`src/include/ubo_pkg.sv`:
```
package ubo_pkg;

  // ----------------------------------------------------------------
  // USB RAM layout
  // ----------------------------------------------------------------
  localparam int RAM_DEPTH = 256;
  localparam logic [7:0] BD_BYTES = 8'h03;
  localparam logic [7:0] BD_OFS_CNT = 8'h01;
  localparam logic [7:0] BD_OFS_PTR = 8'h02;
  localparam logic [7:0] BDT_FIRST = 8'h00;
  localparam logic [7:0] BDT_LAST = 8'h1D;
  localparam logic [7:0] RSV_FIRST = 8'h1E;
  localparam logic [7:0] BUF_BASE = 8'h20;
  localparam logic [7:0] RAM_TOP = 8'hFF;

  // ----------------------------------------------------------------
  // Descriptor control byte fields
  // ----------------------------------------------------------------
  localparam int BD_OWN_BIT = 7;
  localparam int BD_DTOG_BIT = 6;
  localparam int BD_STALL_BIT = 2;
  localparam logic [3:0] PID_OUT = 4'h1;
  localparam logic [3:0] PID_IN = 4'h9;
  localparam logic [3:0] PID_SETUP = 4'hD;

  // ----------------------------------------------------------------
  // Endpoint numbering
  // ----------------------------------------------------------------
  localparam logic [3:0] EP_COUNT = 4'h7;
  localparam logic [3:0] EP_DBL_FIRST = 4'h5;
  localparam logic [3:0] IDX_EP0_OUT = 4'h1;
  localparam logic [3:0] IDX_DBL_BASE = 4'h6;

  // ----------------------------------------------------------------
  // APB register map
  // ----------------------------------------------------------------
  localparam logic [11:0] CTRL_OFS = 12'h000;
  localparam logic [11:0] STAT_OFS = 12'h004;
  localparam logic [11:0] RADDR_OFS = 12'h008;
  localparam logic [11:0] RDATA_OFS = 12'h00C;
  localparam int CTRL_EN_BIT = 0;
  localparam int CTRL_PU_BIT = 1;
  localparam int CTRL_BUSPWR_BIT = 2;
  localparam int CTRL_SWVBUS_BIT = 3;
  localparam int CTRL_EP_LSB = 8;
  localparam logic [10:0] CTRL_RESET = 11'h000;
  localparam int STAT_VBUS_BIT = 0;
  localparam int STAT_PU_BIT = 1;
  localparam int STAT_BUSY_BIT = 2;
  localparam int STAT_RES_LSB = 4;
  localparam int STAT_EP_LSB = 8;
  localparam logic [1:0] RES_NONE = 2'h0;
  localparam logic [1:0] RES_GRANT = 2'h1;
  localparam logic [1:0] RES_NAK = 2'h2;
  localparam logic [1:0] RES_STALL = 2'h3;

  // Fixed endpoint/direction to descriptor address mapping
  function automatic logic [7:0] ubo_bd_addr(input logic [3:0] ep, input logic is_in, input logic odd);
    logic [3:0] idx;
    idx = 4'h0;
    if (ep == 4'h0) begin
      idx = is_in ? 4'h0 : IDX_EP0_OUT;
    end else if (ep < EP_DBL_FIRST) begin
      idx = ep + 4'h1;
    end else begin
      idx = IDX_DBL_BASE + {ep[2:0] - EP_DBL_FIRST[2:0], 1'b0} + {3'h0, odd};
    end
    return ({idx, 1'b0} + {4'h0, idx}) + BDT_FIRST;
  endfunction : ubo_bd_addr

endpackage : ubo_pkg

```
`src/include/ubo_ram_if.sv`:
```
`timescale 1ns/1ps
interface ubo_ram_if;
  logic en;
  logic we;
  logic [7:0] addr;
  logic [7:0] wdata;
  logic [7:0] rdata;
  modport ctrl (output en, output we, output addr, output wdata, input rdata);
  modport mem (input en, input we, input addr, input wdata, output rdata);
endinterface : ubo_ram_if

```
`src/rtl/ubo_pullup.sv`:
```
`timescale 1ns/1ps
module ubo_pullup
  import ubo_pkg::*;
(
  // Clock and reset
  input wire logic pclk,
  input wire logic presetn,
  // Sense and control
  input wire logic vbus_pin,
  input wire logic module_en,
  input wire logic dplus_pullup_select,
  input wire logic bus_powered,
  input wire logic sw_vbus_valid,
  // Results
  output logic vbus_sensed,
  output logic pullup_on
);

  logic vbus_meta;
  logic vbus_sync;
  logic vbus_ok;

  always_ff @(posedge pclk or negedge presetn) begin
    if (!presetn) begin
      vbus_meta <= 1'b0;
      vbus_sync <= 1'b0;
    end else begin
      vbus_meta <= vbus_pin;
      vbus_sync <= vbus_meta;
    end
  end

  // Self-powered systems sense VBUS themselves and report it by software
  assign vbus_ok = bus_powered ? vbus_sync : sw_vbus_valid;

  always_ff @(posedge pclk or negedge presetn) begin
    if (!presetn) begin
      vbus_sensed <= 1'b0;
      pullup_on <= 1'b0;
    end else begin
      vbus_sensed <= vbus_ok;
      pullup_on <= module_en && dplus_pullup_select && vbus_ok;
    end
  end
endmodule : ubo_pullup

```
`src/rtl/ubo_ram.sv`:
```
`timescale 1ns/1ps
module ubo_ram
  import ubo_pkg::*;
(
  // Clock and reset
  input wire logic pclk,
  input wire logic presetn,
  // Access port
  ubo_ram_if.mem m
);

  logic [7:0] mem [RAM_DEPTH];

  always_ff @(posedge pclk) begin
    if (m.en && m.we) begin
      mem[m.addr] <= m.wdata;
    end
  end

  // Read data held until the next read
  always_ff @(posedge pclk or negedge presetn) begin
    if (!presetn) begin
      m.rdata <= 8'h00;
    end else if (m.en && !m.we) begin
      m.rdata <= mem[m.addr];
    end
  end

endmodule : ubo_ram

```
`src/rtl/ubo_top.sv`:
```
`timescale 1ns/1ps
// What this block does
// - Apply the D+ pullup only while valid VBUS is sensed, otherwise removed.
// - Bus-powered mode senses VBUS in hardware to gate the pullup.
// - Pullup-select control bit switches the internal D+ pullup on.
// - Each descriptor occupies three consecutive bytes of USB RAM.
// - Ownership zero: CPU owns descriptor and buffer, free access.
// - Ownership one: module owns descriptor and buffer; CPU must not modify.
// - Endpoint zero has separate IN and OUT descriptors.
// - Double-buffered endpoints use even and odd descriptors.
// - Descriptor table fills the first thirty bytes of USB RAM.
// - Order: EP0 IN, EP0 OUT, EP1..4, EP5 even/odd, EP6 even/odd.
// - Two reserved bytes follow; buffers live from 0x20 to the top.
// - Endpoint-to-descriptor mapping is fixed in hardware.
// - A token to an enabled endpoint consults the table first.
// - Fetch matching descriptor and check ownership before using it.
// - After completing a token, write ownership zero back.
// - Ignore all other descriptor fields when ownership is zero.
module ubo_top
  import ubo_pkg::*;
(
  // Clock and reset
  input wire logic pclk,
  input wire logic presetn,
  // APB slave
  input wire logic psel,
  input wire logic penable,
  input wire logic pwrite,
  input wire logic [11:0] paddr,
  input wire logic [31:0] pwdata,
  output logic [31:0] prdata,
  output logic pready,
  output logic pslverr,
  // Token side of the serial engine
  input wire logic tok_valid,
  input wire logic [3:0] tok_ep,
  input wire logic [3:0] tok_pid,
  input wire logic tok_odd,
  input wire logic xfer_done,
  // Answers to the serial engine
  output logic sie_grant,
  output logic sie_nak,
  output logic sie_stall,
  output logic sie_release,
  output logic sie_data_toggle,
  output logic [7:0] sie_byte_count,
  output logic [7:0] sie_buf_ptr,
  // Pins
  input wire logic vbus_pin,
  output logic usb_dplus_pin_pullup_en
);

  // ----------------------------------------------------------------
  // Declarations
  // ----------------------------------------------------------------
  typedef enum logic [5:0] {
    S_IDLE  = 6'b000001,
    S_RD0   = 6'b000010,
    S_RD1   = 6'b000100,
    S_RD2   = 6'b001000,
    S_WAITD = 6'b010000,
    S_WB    = 6'b100000
  } ubo_state_e;

  ubo_state_e st;
  ubo_ram_if ram ();

  logic ctrl_en;
  logic ctrl_pu;
  logic ctrl_buspwr;
  logic ctrl_swvbus;
  logic [6:0] ep_en;
  logic [7:0] raddr;
  logic ram_wait;
  logic vbus_sensed;
  logic [7:0] bd_base;
  logic [7:0] bd_ctrl;
  logic [3:0] tok_pid_q;
  logic [3:0] tok_ep_q;
  logic [1:0] last_res;
  logic apb_acc;
  logic is_rdata;
  logic hit;
  logic [31:0] reg_rd;
  logic cpu_ram_rd;
  logic cpu_ram_wr;
  logic fsm_ram;
  logic fsm_we;
  logic [7:0] fsm_addr;
  logic [7:0] fsm_wdata;
  logic take;
  logic own;
  logic stall;
  logic ptr_ok;

  // ----------------------------------------------------------------
  // Buffer RAM and pullup control
  // ----------------------------------------------------------------
  ubo_ram u_ram (
    .pclk(pclk),
    .presetn(presetn),
    .m(ram.mem)
  );

  ubo_pullup u_pullup (
    .pclk(pclk),
    .presetn(presetn),
    .vbus_pin(vbus_pin),
    .module_en(ctrl_en),
    .dplus_pullup_select(ctrl_pu),
    .bus_powered(ctrl_buspwr),
    .sw_vbus_valid(ctrl_swvbus),
    .vbus_sensed(vbus_sensed),
    .pullup_on(usb_dplus_pin_pullup_en)
  );

  // ----------------------------------------------------------------
  // APB decode
  // ----------------------------------------------------------------
  assign apb_acc = psel && penable && !pready;
  assign is_rdata = (paddr == RDATA_OFS);
  assign hit = (paddr == CTRL_OFS) || (paddr == STAT_OFS) || (paddr == RADDR_OFS) || is_rdata;

  // The descriptor engine wins the RAM; the CPU waits for as many cycles as the engine holds the port
  assign cpu_ram_rd = apb_acc && is_rdata && !pwrite && !ram_wait && !fsm_ram;
  assign cpu_ram_wr = apb_acc && is_rdata && pwrite && !fsm_ram;

  always_comb begin
    reg_rd = 32'h0000_0000;
    case (paddr)
      CTRL_OFS: begin
        reg_rd[CTRL_EN_BIT] = ctrl_en;
        reg_rd[CTRL_PU_BIT] = ctrl_pu;
        reg_rd[CTRL_BUSPWR_BIT] = ctrl_buspwr;
        reg_rd[CTRL_SWVBUS_BIT] = ctrl_swvbus;
        reg_rd[CTRL_EP_LSB +: 7] = ep_en;
      end
      STAT_OFS: begin
        reg_rd[STAT_VBUS_BIT] = vbus_sensed;
        reg_rd[STAT_PU_BIT] = usb_dplus_pin_pullup_en;
        reg_rd[STAT_BUSY_BIT] = (st != S_IDLE);
        reg_rd[STAT_RES_LSB +: 2] = last_res;
        reg_rd[STAT_EP_LSB +: 4] = tok_ep_q;
      end
      RADDR_OFS: begin
        reg_rd[7:0] = raddr;
      end
      default: begin
        reg_rd = 32'h0000_0000;
      end
    endcase
  end

  // ----------------------------------------------------------------
  // APB answer
  // ----------------------------------------------------------------
  always_ff @(posedge pclk or negedge presetn) begin
    if (!presetn) begin
      pready <= 1'b0;
      pslverr <= 1'b0;
      prdata <= 32'h0000_0000;
    end else begin
      pready <= 1'b0;
      pslverr <= 1'b0;
      if (apb_acc) begin
        if (is_rdata && pwrite) begin
          pready <= !fsm_ram;
        end else if (is_rdata) begin
          if (ram_wait) begin
            pready <= 1'b1;
            prdata <= {24'h00_0000, ram.rdata};
          end
        end else begin
          pready <= 1'b1;
          pslverr <= !hit;
          prdata <= reg_rd;
        end
      end
    end
  end

  always_ff @(posedge pclk or negedge presetn) begin
    if (!presetn) begin
      ram_wait <= 1'b0;
    end else if (cpu_ram_rd) begin
      ram_wait <= 1'b1;
    end else if (apb_acc && ram_wait) begin
      ram_wait <= 1'b0;
    end
  end

  // ----------------------------------------------------------------
  // Control register
  // ----------------------------------------------------------------
  always_ff @(posedge pclk or negedge presetn) begin
    if (!presetn) begin
      {ep_en, ctrl_swvbus, ctrl_buspwr, ctrl_pu, ctrl_en} <= CTRL_RESET;
    end else if (apb_acc && pwrite && paddr == CTRL_OFS) begin
      ctrl_en <= pwdata[CTRL_EN_BIT];
      ctrl_pu <= pwdata[CTRL_PU_BIT];
      ctrl_buspwr <= pwdata[CTRL_BUSPWR_BIT];
      ctrl_swvbus <= pwdata[CTRL_SWVBUS_BIT];
      ep_en <= pwdata[CTRL_EP_LSB +: 7];
    end
  end

  // RAM window address steps after each data access
  always_ff @(posedge pclk or negedge presetn) begin
    if (!presetn) begin
      raddr <= 8'h00;
    end else if (apb_acc && pwrite && paddr == RADDR_OFS) begin
      raddr <= pwdata[7:0];
    end else if (cpu_ram_wr || (apb_acc && ram_wait)) begin
      raddr <= raddr + 8'h01;
    end
  end

  // ----------------------------------------------------------------
  // RAM port sharing
  // ----------------------------------------------------------------
  always_comb begin
    ram.en = fsm_ram || cpu_ram_rd || cpu_ram_wr;
    ram.we = fsm_ram ? fsm_we : cpu_ram_wr;
    ram.addr = fsm_ram ? fsm_addr : raddr;
    ram.wdata = fsm_ram ? fsm_wdata : pwdata[7:0];
  end

  // ----------------------------------------------------------------
  // Descriptor engine
  // ----------------------------------------------------------------
  assign take = tok_valid && ctrl_en && (tok_ep < EP_COUNT) && ep_en[tok_ep[2:0]];
  assign own = ram.rdata[BD_OWN_BIT];
  assign stall = ram.rdata[BD_STALL_BIT];
  // Pointers into the table or reserved bytes would corrupt descriptors
  assign ptr_ok = (ram.rdata >= BUF_BASE) && (ram.rdata <= RAM_TOP);

  always_comb begin
    fsm_ram = 1'b0;
    fsm_we = 1'b0;
    fsm_addr = bd_base;
    fsm_wdata = 8'h00;
    case (st)
      S_IDLE: begin
        if (take) begin
          fsm_ram = 1'b1;
          fsm_addr = ubo_bd_addr(tok_ep, tok_pid == PID_IN, tok_odd);
        end
      end
      S_RD0: begin
        if (own && !stall) begin
          fsm_ram = 1'b1;
          fsm_addr = bd_base + BD_OFS_CNT;
        end
      end
      S_RD1: begin
        fsm_ram = 1'b1;
        fsm_addr = bd_base + BD_OFS_PTR;
      end
      S_WB: begin
        fsm_ram = 1'b1;
        fsm_we = 1'b1;
        fsm_wdata = {1'b0, bd_ctrl[BD_DTOG_BIT], tok_pid_q, 2'b00};
      end
      default: begin
        fsm_ram = 1'b0;
      end
    endcase
  end

  always_ff @(posedge pclk or negedge presetn) begin
    if (!presetn) begin
      st <= S_IDLE;
    end else begin
      case (st)
        S_IDLE: begin
          if (take) begin
            st <= S_RD0;
          end
        end
        S_RD0: begin
          if (!own || stall) begin
            st <= S_IDLE;
          end else begin
            st <= S_RD1;
          end
        end
        S_RD1: begin
          st <= S_RD2;
        end
        S_RD2: begin
          st <= ptr_ok ? S_WAITD : S_IDLE;
        end
        S_WAITD: begin
          if (xfer_done) begin
            st <= S_WB;
          end
        end
        S_WB: begin
          st <= S_IDLE;
        end
        default: begin
          st <= S_IDLE;
        end
      endcase
    end
  end

  // Token context and descriptor fields
  always_ff @(posedge pclk or negedge presetn) begin
    if (!presetn) begin
      bd_base <= 8'h00;
      tok_pid_q <= 4'h0;
      tok_ep_q <= 4'h0;
      bd_ctrl <= 8'h00;
    end else if (st == S_IDLE && take) begin
      bd_base <= fsm_addr;
      tok_pid_q <= tok_pid;
      tok_ep_q <= tok_ep;
    end else if (st == S_RD0 && own) begin
      bd_ctrl <= ram.rdata;
    end
  end

  // ----------------------------------------------------------------
  // Answers to the serial engine
  // ----------------------------------------------------------------
  always_ff @(posedge pclk or negedge presetn) begin
    if (!presetn) begin
      sie_grant <= 1'b0;
      sie_nak <= 1'b0;
      sie_stall <= 1'b0;
      sie_release <= 1'b0;
      sie_data_toggle <= 1'b0;
      sie_byte_count <= 8'h00;
      sie_buf_ptr <= 8'h00;
      last_res <= RES_NONE;
    end else begin
      sie_grant <= 1'b0;
      sie_nak <= 1'b0;
      sie_stall <= 1'b0;
      sie_release <= (st == S_WB);
      case (st)
        S_RD0: begin
          if (!own) begin
            sie_nak <= 1'b1;
            last_res <= RES_NAK;
          end else if (stall) begin
            sie_stall <= 1'b1;
            last_res <= RES_STALL;
          end
        end
        S_RD1: begin
          sie_byte_count <= ram.rdata;
          sie_data_toggle <= bd_ctrl[BD_DTOG_BIT];
        end
        S_RD2: begin
          sie_buf_ptr <= ram.rdata;
          sie_grant <= ptr_ok;
          sie_nak <= !ptr_ok;
          last_res <= ptr_ok ? RES_GRANT : RES_NAK;
        end
        default: begin
          last_res <= last_res;
        end
      endcase
    end
  end
endmodule : ubo_top
```
`config.mk`:
```
export PLATFORM = sky130hd
export DESIGN_NAME = ubo_top
export DESIGN_NICKNAME = d
export VERILOG_FILES = /design/src/include/ubo_pkg.sv /design/src/include/ubo_ram_if.sv /design/src/rtl/ubo_pullup.sv /design/src/rtl/ubo_ram.sv /design/src/rtl/ubo_top.sv
export SDC_FILE = /design/constraint.sdc
export NUM_CORES = 2
export LEC_CHECK = 0
export BUFFER_PORTS_ARGS = -buffer_cell sky130_fd_sc_hd__buf_4
export CAP_MARGIN = 20
export CORE_MARGIN = 3
export CORE_UTILIZATION = 35
export DETAILED_ROUTE_END_ITERATION = 16
export PLACE_DENSITY_LB_ADDON = 0.2
export SLEW_MARGIN = 20
export SYNTH_ARGS = -nofsm -noshare
export SYNTH_HDL_FRONTEND = slang
export SYNTH_HIERARCHICAL = 1
export SYNTH_SLANG_ARGS = --single-unit
```
`constraint.sdc`:
```
create_clock -name pclk -period 5.7 [get_ports pclk]
set_input_delay 1.14 -clock pclk [delete_from_list [all_inputs] [get_ports pclk]]
set_output_delay 1.14 -clock pclk [all_outputs]
set_load 0.02 [all_outputs]
```
After elaboration in Yosys (flattened, before gate mapping)
Memory sizes are Yosys's and may differ from the RTL's. A register that Yosys moved wholly into a read port is not among the register bits.
Cells that the tools add are included.
Word-level totals
  register bits: 110
  bits in writable memories: 2048
  input port bits: 61
  output and inout port bits: 56
  logic and storage cells: 164
  memories: 1
Memories
  u_ram.mem: words 256, bits a word 8, read ports 1, clocked after Yosys merged registers in 1, wr ports 1, line ubo_ram.sv:12  | logic [7:0] mem [RAM_DEPTH];
Operators by class
  $add $sub $neg: 8
  magnitude comparators: 5
  equal/unequal tests: 15
  mux-type cells: 55
  bitwise logic cells: 2
  reduce and logical (&&, ||, !) cells: 51
Operator list (count)
  32-bit 2-to-1 mux: 2
  8-bit 2-to-1 mux: 6
  6-bit one-hot mux with 5 select lines: 1
  12-bit by 4-bit == test with 1-bit output (second input constant): 2
  1-bit logical AND: 24
  8-bit one-hot mux with 3 select lines: 1
  1-bit 2-to-1 mux: 23
  8-bit by 1-bit adder with 8-bit output (second input constant): 2
  4-bit 2-to-1 mux: 4
  12-bit by 3-bit == test with 1-bit output (second input constant): 1
  12-bit logical NOT: 1
  6-bit 2-to-1 mux: 2
  1-bit logical NOT: 10
  3-bit one-hot mux with 3 select lines: 1
  8-bit by 2-bit adder with 8-bit output (second input constant): 1
  8-bit by 6-bit greater-or-equal comparator with 1-bit output (second input constant): 1
  8-bit <= comparator (second input constant): 1
  4-bit by 3-bit < comparator with 1-bit output (second input constant): 2
  2-bit 2-to-1 mux: 4
  2-bit one-hot mux with 2 select lines: 2
  4-bit one-hot mux with 2 select lines: 1
  1-bit logical OR: 7
  7-bit 2-to-1 mux: 1
  5-bit by 4-bit adder with 6-bit output: 1
  26 further kinds: 35

Longest topological paths before layout
  word-level depth: 12
  gate-level depth with buffers: 23
  depth with buffers taken out: 18

Cells and area by module
The synthesis kept the hierarchy.
Modules (own cells, without submodules)
  ubo_ram: instances 1, cells each 3761, area each 79870.4 um2, sequential area each 61699.2 um2
  ubo_top: instances 1, cells each 510, area each 4934.7 um2, sequential area each 2078.2 um2
  ubo_pullup: instances 1, cells each 6, area each 121.4 um2, sequential area each 100.1 um2

Worst setup path before layout
OpenSTA, ideal clock, no wires.
  path type: input to register
  start: input port tok_ep[1]
  end: memory u_ram.mem[0][0] (data pin)
  setup time: 872 ps
  data arrival time: 5682 ps
  required time: 4828 ps
  path slack: -853 ps
  stages on the path: 8
  path buffers: 2
  cell sequence: mux4_2 -> nand4_1 -> o21a_1 -> buf_6 -> inv_8 -> nor2_4 -> buf_2 -> and2_1
On the way
  cells in the longest elaborated chain, start to end: 6
  elaborated cells on any way between the ends: 8
  classes of those cells: order compare: 1; mux: 5; reduce/logical: 2
Ends and longest elaborated chain
  start, declared: line ubo_top.sv:36  | input wire logic [3:0] tok_ep,
  4-bit by 3-bit < comparator with 1-bit output or 1-bit binary-select mux with 3-bit select (tied branches): line ubo_top.sv:231  | assign take = tok_valid && ctrl_en && (tok_ep < EP_COUNT) && ep_en[tok_ep[2:0]];
  1-bit logical AND or 1-bit 2-to-1 mux (tied branches): line ubo_top.sv:231
  1-bit logical AND (*): line ubo_top.sv:231
  1-bit 2-to-1 mux (*): line ubo_top.sv:244  | if (take) begin
  1-bit one-hot mux with 3 select lines (*): line ubo_top.sv:242  | case (st)
  8-bit 2-to-1 mux (*): line ubo_top.sv:225  | ram.wdata = fsm_ram ? fsm_wdata : pwdata[7:0];
  net ram.wdata[0]: line ubo_ram_if.sv:6  | logic [7:0] wdata;
  end, declared: line ubo_ram.sv:12
The timed path passes the listed nets; every way through them passes the cells marked *. The select of a mux whose other input is x is not followed.

Worst setup path in the final report
  start: input port tok_ep[0]
  end: register u_ram.m.rdata[5], read port of u_ram.mem
On the way
  cells in the longest elaborated chain, start to end: 11
  elaborated cells on any way between the ends: 29
  classes of those cells: add/sub: 5; order compare: 2; mux: 12; reduce/logical: 10
Ends and longest elaborated chain
  3-bit subtractor: line ubo_pkg.sv:66  | idx = IDX_DBL_BASE + {ep[2:0] - EP_DBL_FIRST[2:0], 1'b0} + {3'h0, odd};
  3-bit by 4-bit adder with 4-bit output: line ubo_pkg.sv:66
  4-bit by 1-bit adder with 4-bit output: line ubo_pkg.sv:66
  4-bit 2-to-1 mux: line ubo_pkg.sv:63  | end else if (ep < EP_DBL_FIRST) begin
  4-bit 2-to-1 mux: line ubo_pkg.sv:61  | if (ep == 4'h0) begin
  4-bit 2-to-1 mux: line ubo_top.sv:244
  4-bit 2-to-1 mux: line ubo_top.sv:242
  5-bit by 4-bit adder with 6-bit output: line ubo_pkg.sv:68  | return ({idx, 1'b0} + {4'h0, idx}) + BDT_FIRST;
  8-bit 2-to-1 mux: line ubo_top.sv:244
  8-bit one-hot mux with 3 select lines: line ubo_top.sv:242
  8-bit 2-to-1 mux (*): line ubo_top.sv:224  | ram.addr = fsm_ram ? fsm_addr : raddr;
  net ram.addr[3]: line ubo_ram_if.sv:5  | logic [7:0] addr;
  end, declared: line ubo_ram_if.sv:9  | modport mem (input en, input we, input addr, input wdata, output rdata);
Marked as above.
A chain may end at the register's enable or synchronous reset.

==> run_results.csv <==
group,metric,value,unit
finish,utilization,42.3,%
power,pwr-share-seq,54.2,%
yosys,syn_avg_cell_area,19.9,um^2
timing,rsz0062_at_grt,"no",
drt,wl_per_cell,27.4,um
finish,fin_nets,5153,
place,dp_hpwl,155000,um
critical_path,arrival,6.25,ns
power,power.density,312,mW/mm^2
global_routing,grt_remaining_overflow,0,
critical_path,required,6.45,ns
timing,fin_crit_sh,96.6,%
die,fp.coreArea,0.241,mm^2
timing,setup_viol,0,
die,dieWidth,499,um
die,die-height,499,um
timing,hold_ws,0.279,ns
finish,n_fill_cell,21300,
finish,area_growth,20.1,%
critical_path,start_kind,"input port",
job,drv_cap,0,
global_routing,grt_pass1_vias,45700,
yosys,postSynthCellCount,4277,
drt,dr_total_vias,44800,
clocking,cts.sinks,2143,
drt,first_pass_iters,5,
clocking,clk_path_buf_depth,3,
global_routing,grt_max_degree,177,
global_routing,grt_pass1_wl,335000,um
yosys,synth-edff-count,2048,
global_routing,antenna_found_initial,10,
clocking,clk_latency,0.87,ns
die,die_area,0.249,mm^2
timing,fin_crit,5.51,ns
global_routing,gr-usage-all-layers,18.5,%
timing,clock_skew,0.0537,ns
finish,drive_gt1_share,32.7,%
power,power_leakage,0.0331,uW
clocking,clk_pin_slew,0.06,ns
timing,report.final.slew_viol_count,0,
yosys,ys.flop_type,"edfxtp_1",
power,switching_share,20.3,%
timing,layout_setup_ws,0.193,ns
clocking,root_buffer,"clkbuf_16",
power,p_comb_share,1.5,%
place,pre_cts_ws,-0.517,ns
power,ir_drop,0.331,mV
clocking,cts_buffers,221,
clocking,post_cts.repair.setup_buffers,0,
power,p_int,25400,uW
clocking,cts-htree-levels,4,
yosys,yosysWarnings,6,
yosys,synth-seq-area-share,75.2,%
yosys,synth_cell_types,92,
critical_path,path_class,"input port to flip-flop",
drt,wirelength,232000,um
place,port_buffers,82,
critical_path,crit_fanout,16,
place,gp_congestion,0.839,
drt,first_iter_violations,4068,
critical_path,worst_path_max_delay_cell,"o311ai_0",
yosys,synth-async-reset-ratio,4.43,%
die,num_io_pins,117,
power,clkPwrFrac,44.3,%
clocking,cts_tree,"yes",
timing,fmax,182,MHz
hold_path,min_path_type,"input port to async pin",
drt,vias_per_cell,5.29,
yosys,yosys_register_bits,2143,
die,rows,180,
critical_path,crit_chain,"buf_4, inv_1, ha_1, nor4bb_1, a32oi_1, o22ai_1, inv_1, ha_1, ha_1, or3_1, a311oi_1, a211o_4, buf_12, buf_12, buf_4, mux4_2, nand2_1, a32oi_1, and3_1, o311ai_0, buf_4, a21oi_1",
run_status,status,"finished clean",
critical_path,crit_path_max_incr_delay,0.80,ns
timing,tns,0,ns
timing,tightest_slew,1.07,ns
die,start_util,35.2,%
drt,drc_errors,0,
timing,hold_viol_final,0,
power,power_switching,6450,uW
yosys,synth_area,0.0849,mm^2
drt,antenna_left,0,
critical_path,endpoint_kind,"flip-flop",
timing,slew_headroom,28.5,%
==> what timing repair did <==
action	in CTS	in global routing
hold buffers	0	0
setup endpoints to repair	0	1
resized for setup	0	1
==> cells in the final DEF, fill, tap and decap left out, types with 10 or more instances in the layout <==
cell type / instances
conb_1: 17
o211ai_1: 10
nand4_1: 12
nor2b_1: 16
mux2i_1: 143
clkinvlp_4: 12
nor3_1: 33
o21ai_0: 89
mux4_2: 488
mux2_2: 50
a32oi_1: 23
a31oi_1: 17
o22ai_1: 88
clkinv_1: 53
a22oi_1: 32
clkinv_2: 33
nand3_1: 55
nand2_1: 205
o41ai_1: 10
edfxtp_1: 2048
nand2b_1: 12
buf_4: 743
and2_1: 13
nor2_1: 303
buf_12: 90
inv_1: 23
bufinv_16: 18
a21oi_1: 45
clkbuf_16: 221
and3_1: 18
clkbuf_1: 58
dfrtp_1: 94
==> critical path, delay by kind of cell <==
family                     cells  cell delay (ns)
buffers and inverters          7             1.10
muxes                          1             0.34
adders and majority gates      3             0.65
AOI/OAI and AO/OA              7             1.97
and+or+nand+nor                4             1.00
==> per-layer routing <==
metal  part of all wire, %  vias to the layer above  global-route usage [%]
li1                      -                    19200                       -
met1                    43                    23900                    26.2
met2                    49                     1409                    30.2
met3                   5.9                      277                    2.89
met4                   2.1                        0                    4.44
met5                     0                        -                       0
==> sequential cells by signal, indices dropped and copies added (netlist names), 2 cells and up <==
register,flops
u_ram/m.rdata,8
prdata,15
sie_byte_count,8
sie_buf_ptr,8
tok_ep_q,4
u_ram/mem,2048
st,6
last_res,2
raddr,8
bd_base,8
tok_pid_q,4
ep_en,7
==> cells in the mapped netlist (5+ instances only) <==
cell type	count	share of area (%)
a22oi_1	32	0.28
o21ai_0	90	0.53
buf_1	9	0.040
clkbuf_1	96	0.42
buf_8	7	0.12
o21a_1	7	0.062
nand3b_1	5	0.044
a211oi_1	7	0.062
nand4_1	12	0.088
o31ai_1	6	0.053
a21oi_1	46	0.27
and3b_1	5	0.052
o41ai_1	10	0.10
o211ai_1	10	0.088
and2_1	15	0.11
ha_1	9	0.13
inv_1	23	0.10
a32oi_1	23	0.24
nand2b_1	12	0.088
a41oi_1	8	0.083
mux2i_1	143	1.7
nor2_1	304	1.3
mux4_2	488	13
dfrtp_1	94	2.8
nor4_1	10	0.074
buf_4	44	0.39
o22a_1	6	0.062
nand3_1	57	0.34
edfxtp_1	2048	72
o22ai_1	89	0.66
a31oi_1	17	0.13
o2111ai_1	6	0.062
o221ai_1	7	0.072
nand2_1	205	0.91
mux2_2	50	0.66
and3_1	18	0.13
or3_1	8	0.059
a311oi_1	8	0.083
nor3_1	33	0.19
buf_6	36	0.48
a22o_1	11	0.11
buf_2	70	0.41
nor2b_1	19	0.14
==> cell type report <==
type	instances	area, um^2	area share [%]
flip-flops and latches	2143	63900	62.6
multi-input cells	1858	19600	19.2
repair buffers	833	7380	7.24
clock buffers	281	5780	5.66
well taps	3185	3990	3.91
clock inverters	133	1280	1.25
inverters	26	110	0.108
diodes	2	5.00	0.00491
==> cells by family (layout without fill, tap and decap cells) <==
kind of cell,count (synthesis),count (layout),share of synthesized area (%)
adder cells (fa/ha/maj),9,9,0.133
flip-flops,2143,2143,75.2
AND/OR/NAND/NOR,729,729,3.85
XOR/XNOR,7,7,0.0722
AO/OA/AOI/OAI,410,410,3.26
other,1,19,0.00442
multiplexers,686,686,15.4
buffers and inverters,292,1273,2.04
==> power by group through the flow <==
stage               Sequential [uW]  Clock [uW]  Combinational, uW
detailed placement            17600           0                493
global route                  17200       15100                526
CTS                           17200       14400                492
finish                        17200       14100                481
global placement              17600           0                474
floorplan                     17600           0                216
==> path summary, 6_finish.rpt <==
kind / start / endpoint / slack, ns / cells past startpoint
max in group asynchronous: presetn / u_ram/m.rdata[7] / 4.23 / 2
min: presetn / u_pullup/vbus_meta / 0.28 / 1
min reg2reg: u_pullup/vbus_meta / u_pullup/vbus_sync / 0.35 / 0
max: tok_ep[0] / u_ram/m.rdata[5] / 0.19 / 22
max reg2reg: st[2] / u_ram/m.rdata[5] / 0.35 / 15
min in group pclk: u_pullup/vbus_meta / u_pullup/vbus_sync / 0.35 / 0
==> per-stage QoR <==
| stage | power (uW) | cells | instance area, um^2 |
|---|---|---|---|
| after floorplan | 17800 | 4293 | 85000 |
| after global placement | 18000 | 8045 | 94900 |
| after detailed placement | 18100 | 8045 | 94900 |
| after CTS | 32200 | 8459 | 102000 |
| after global routing | 32800 | 8460 | 102000 |
| final | 31800 | 8461 | 102000 |
No activity file was read; power rests on OpenSTA's default activity.
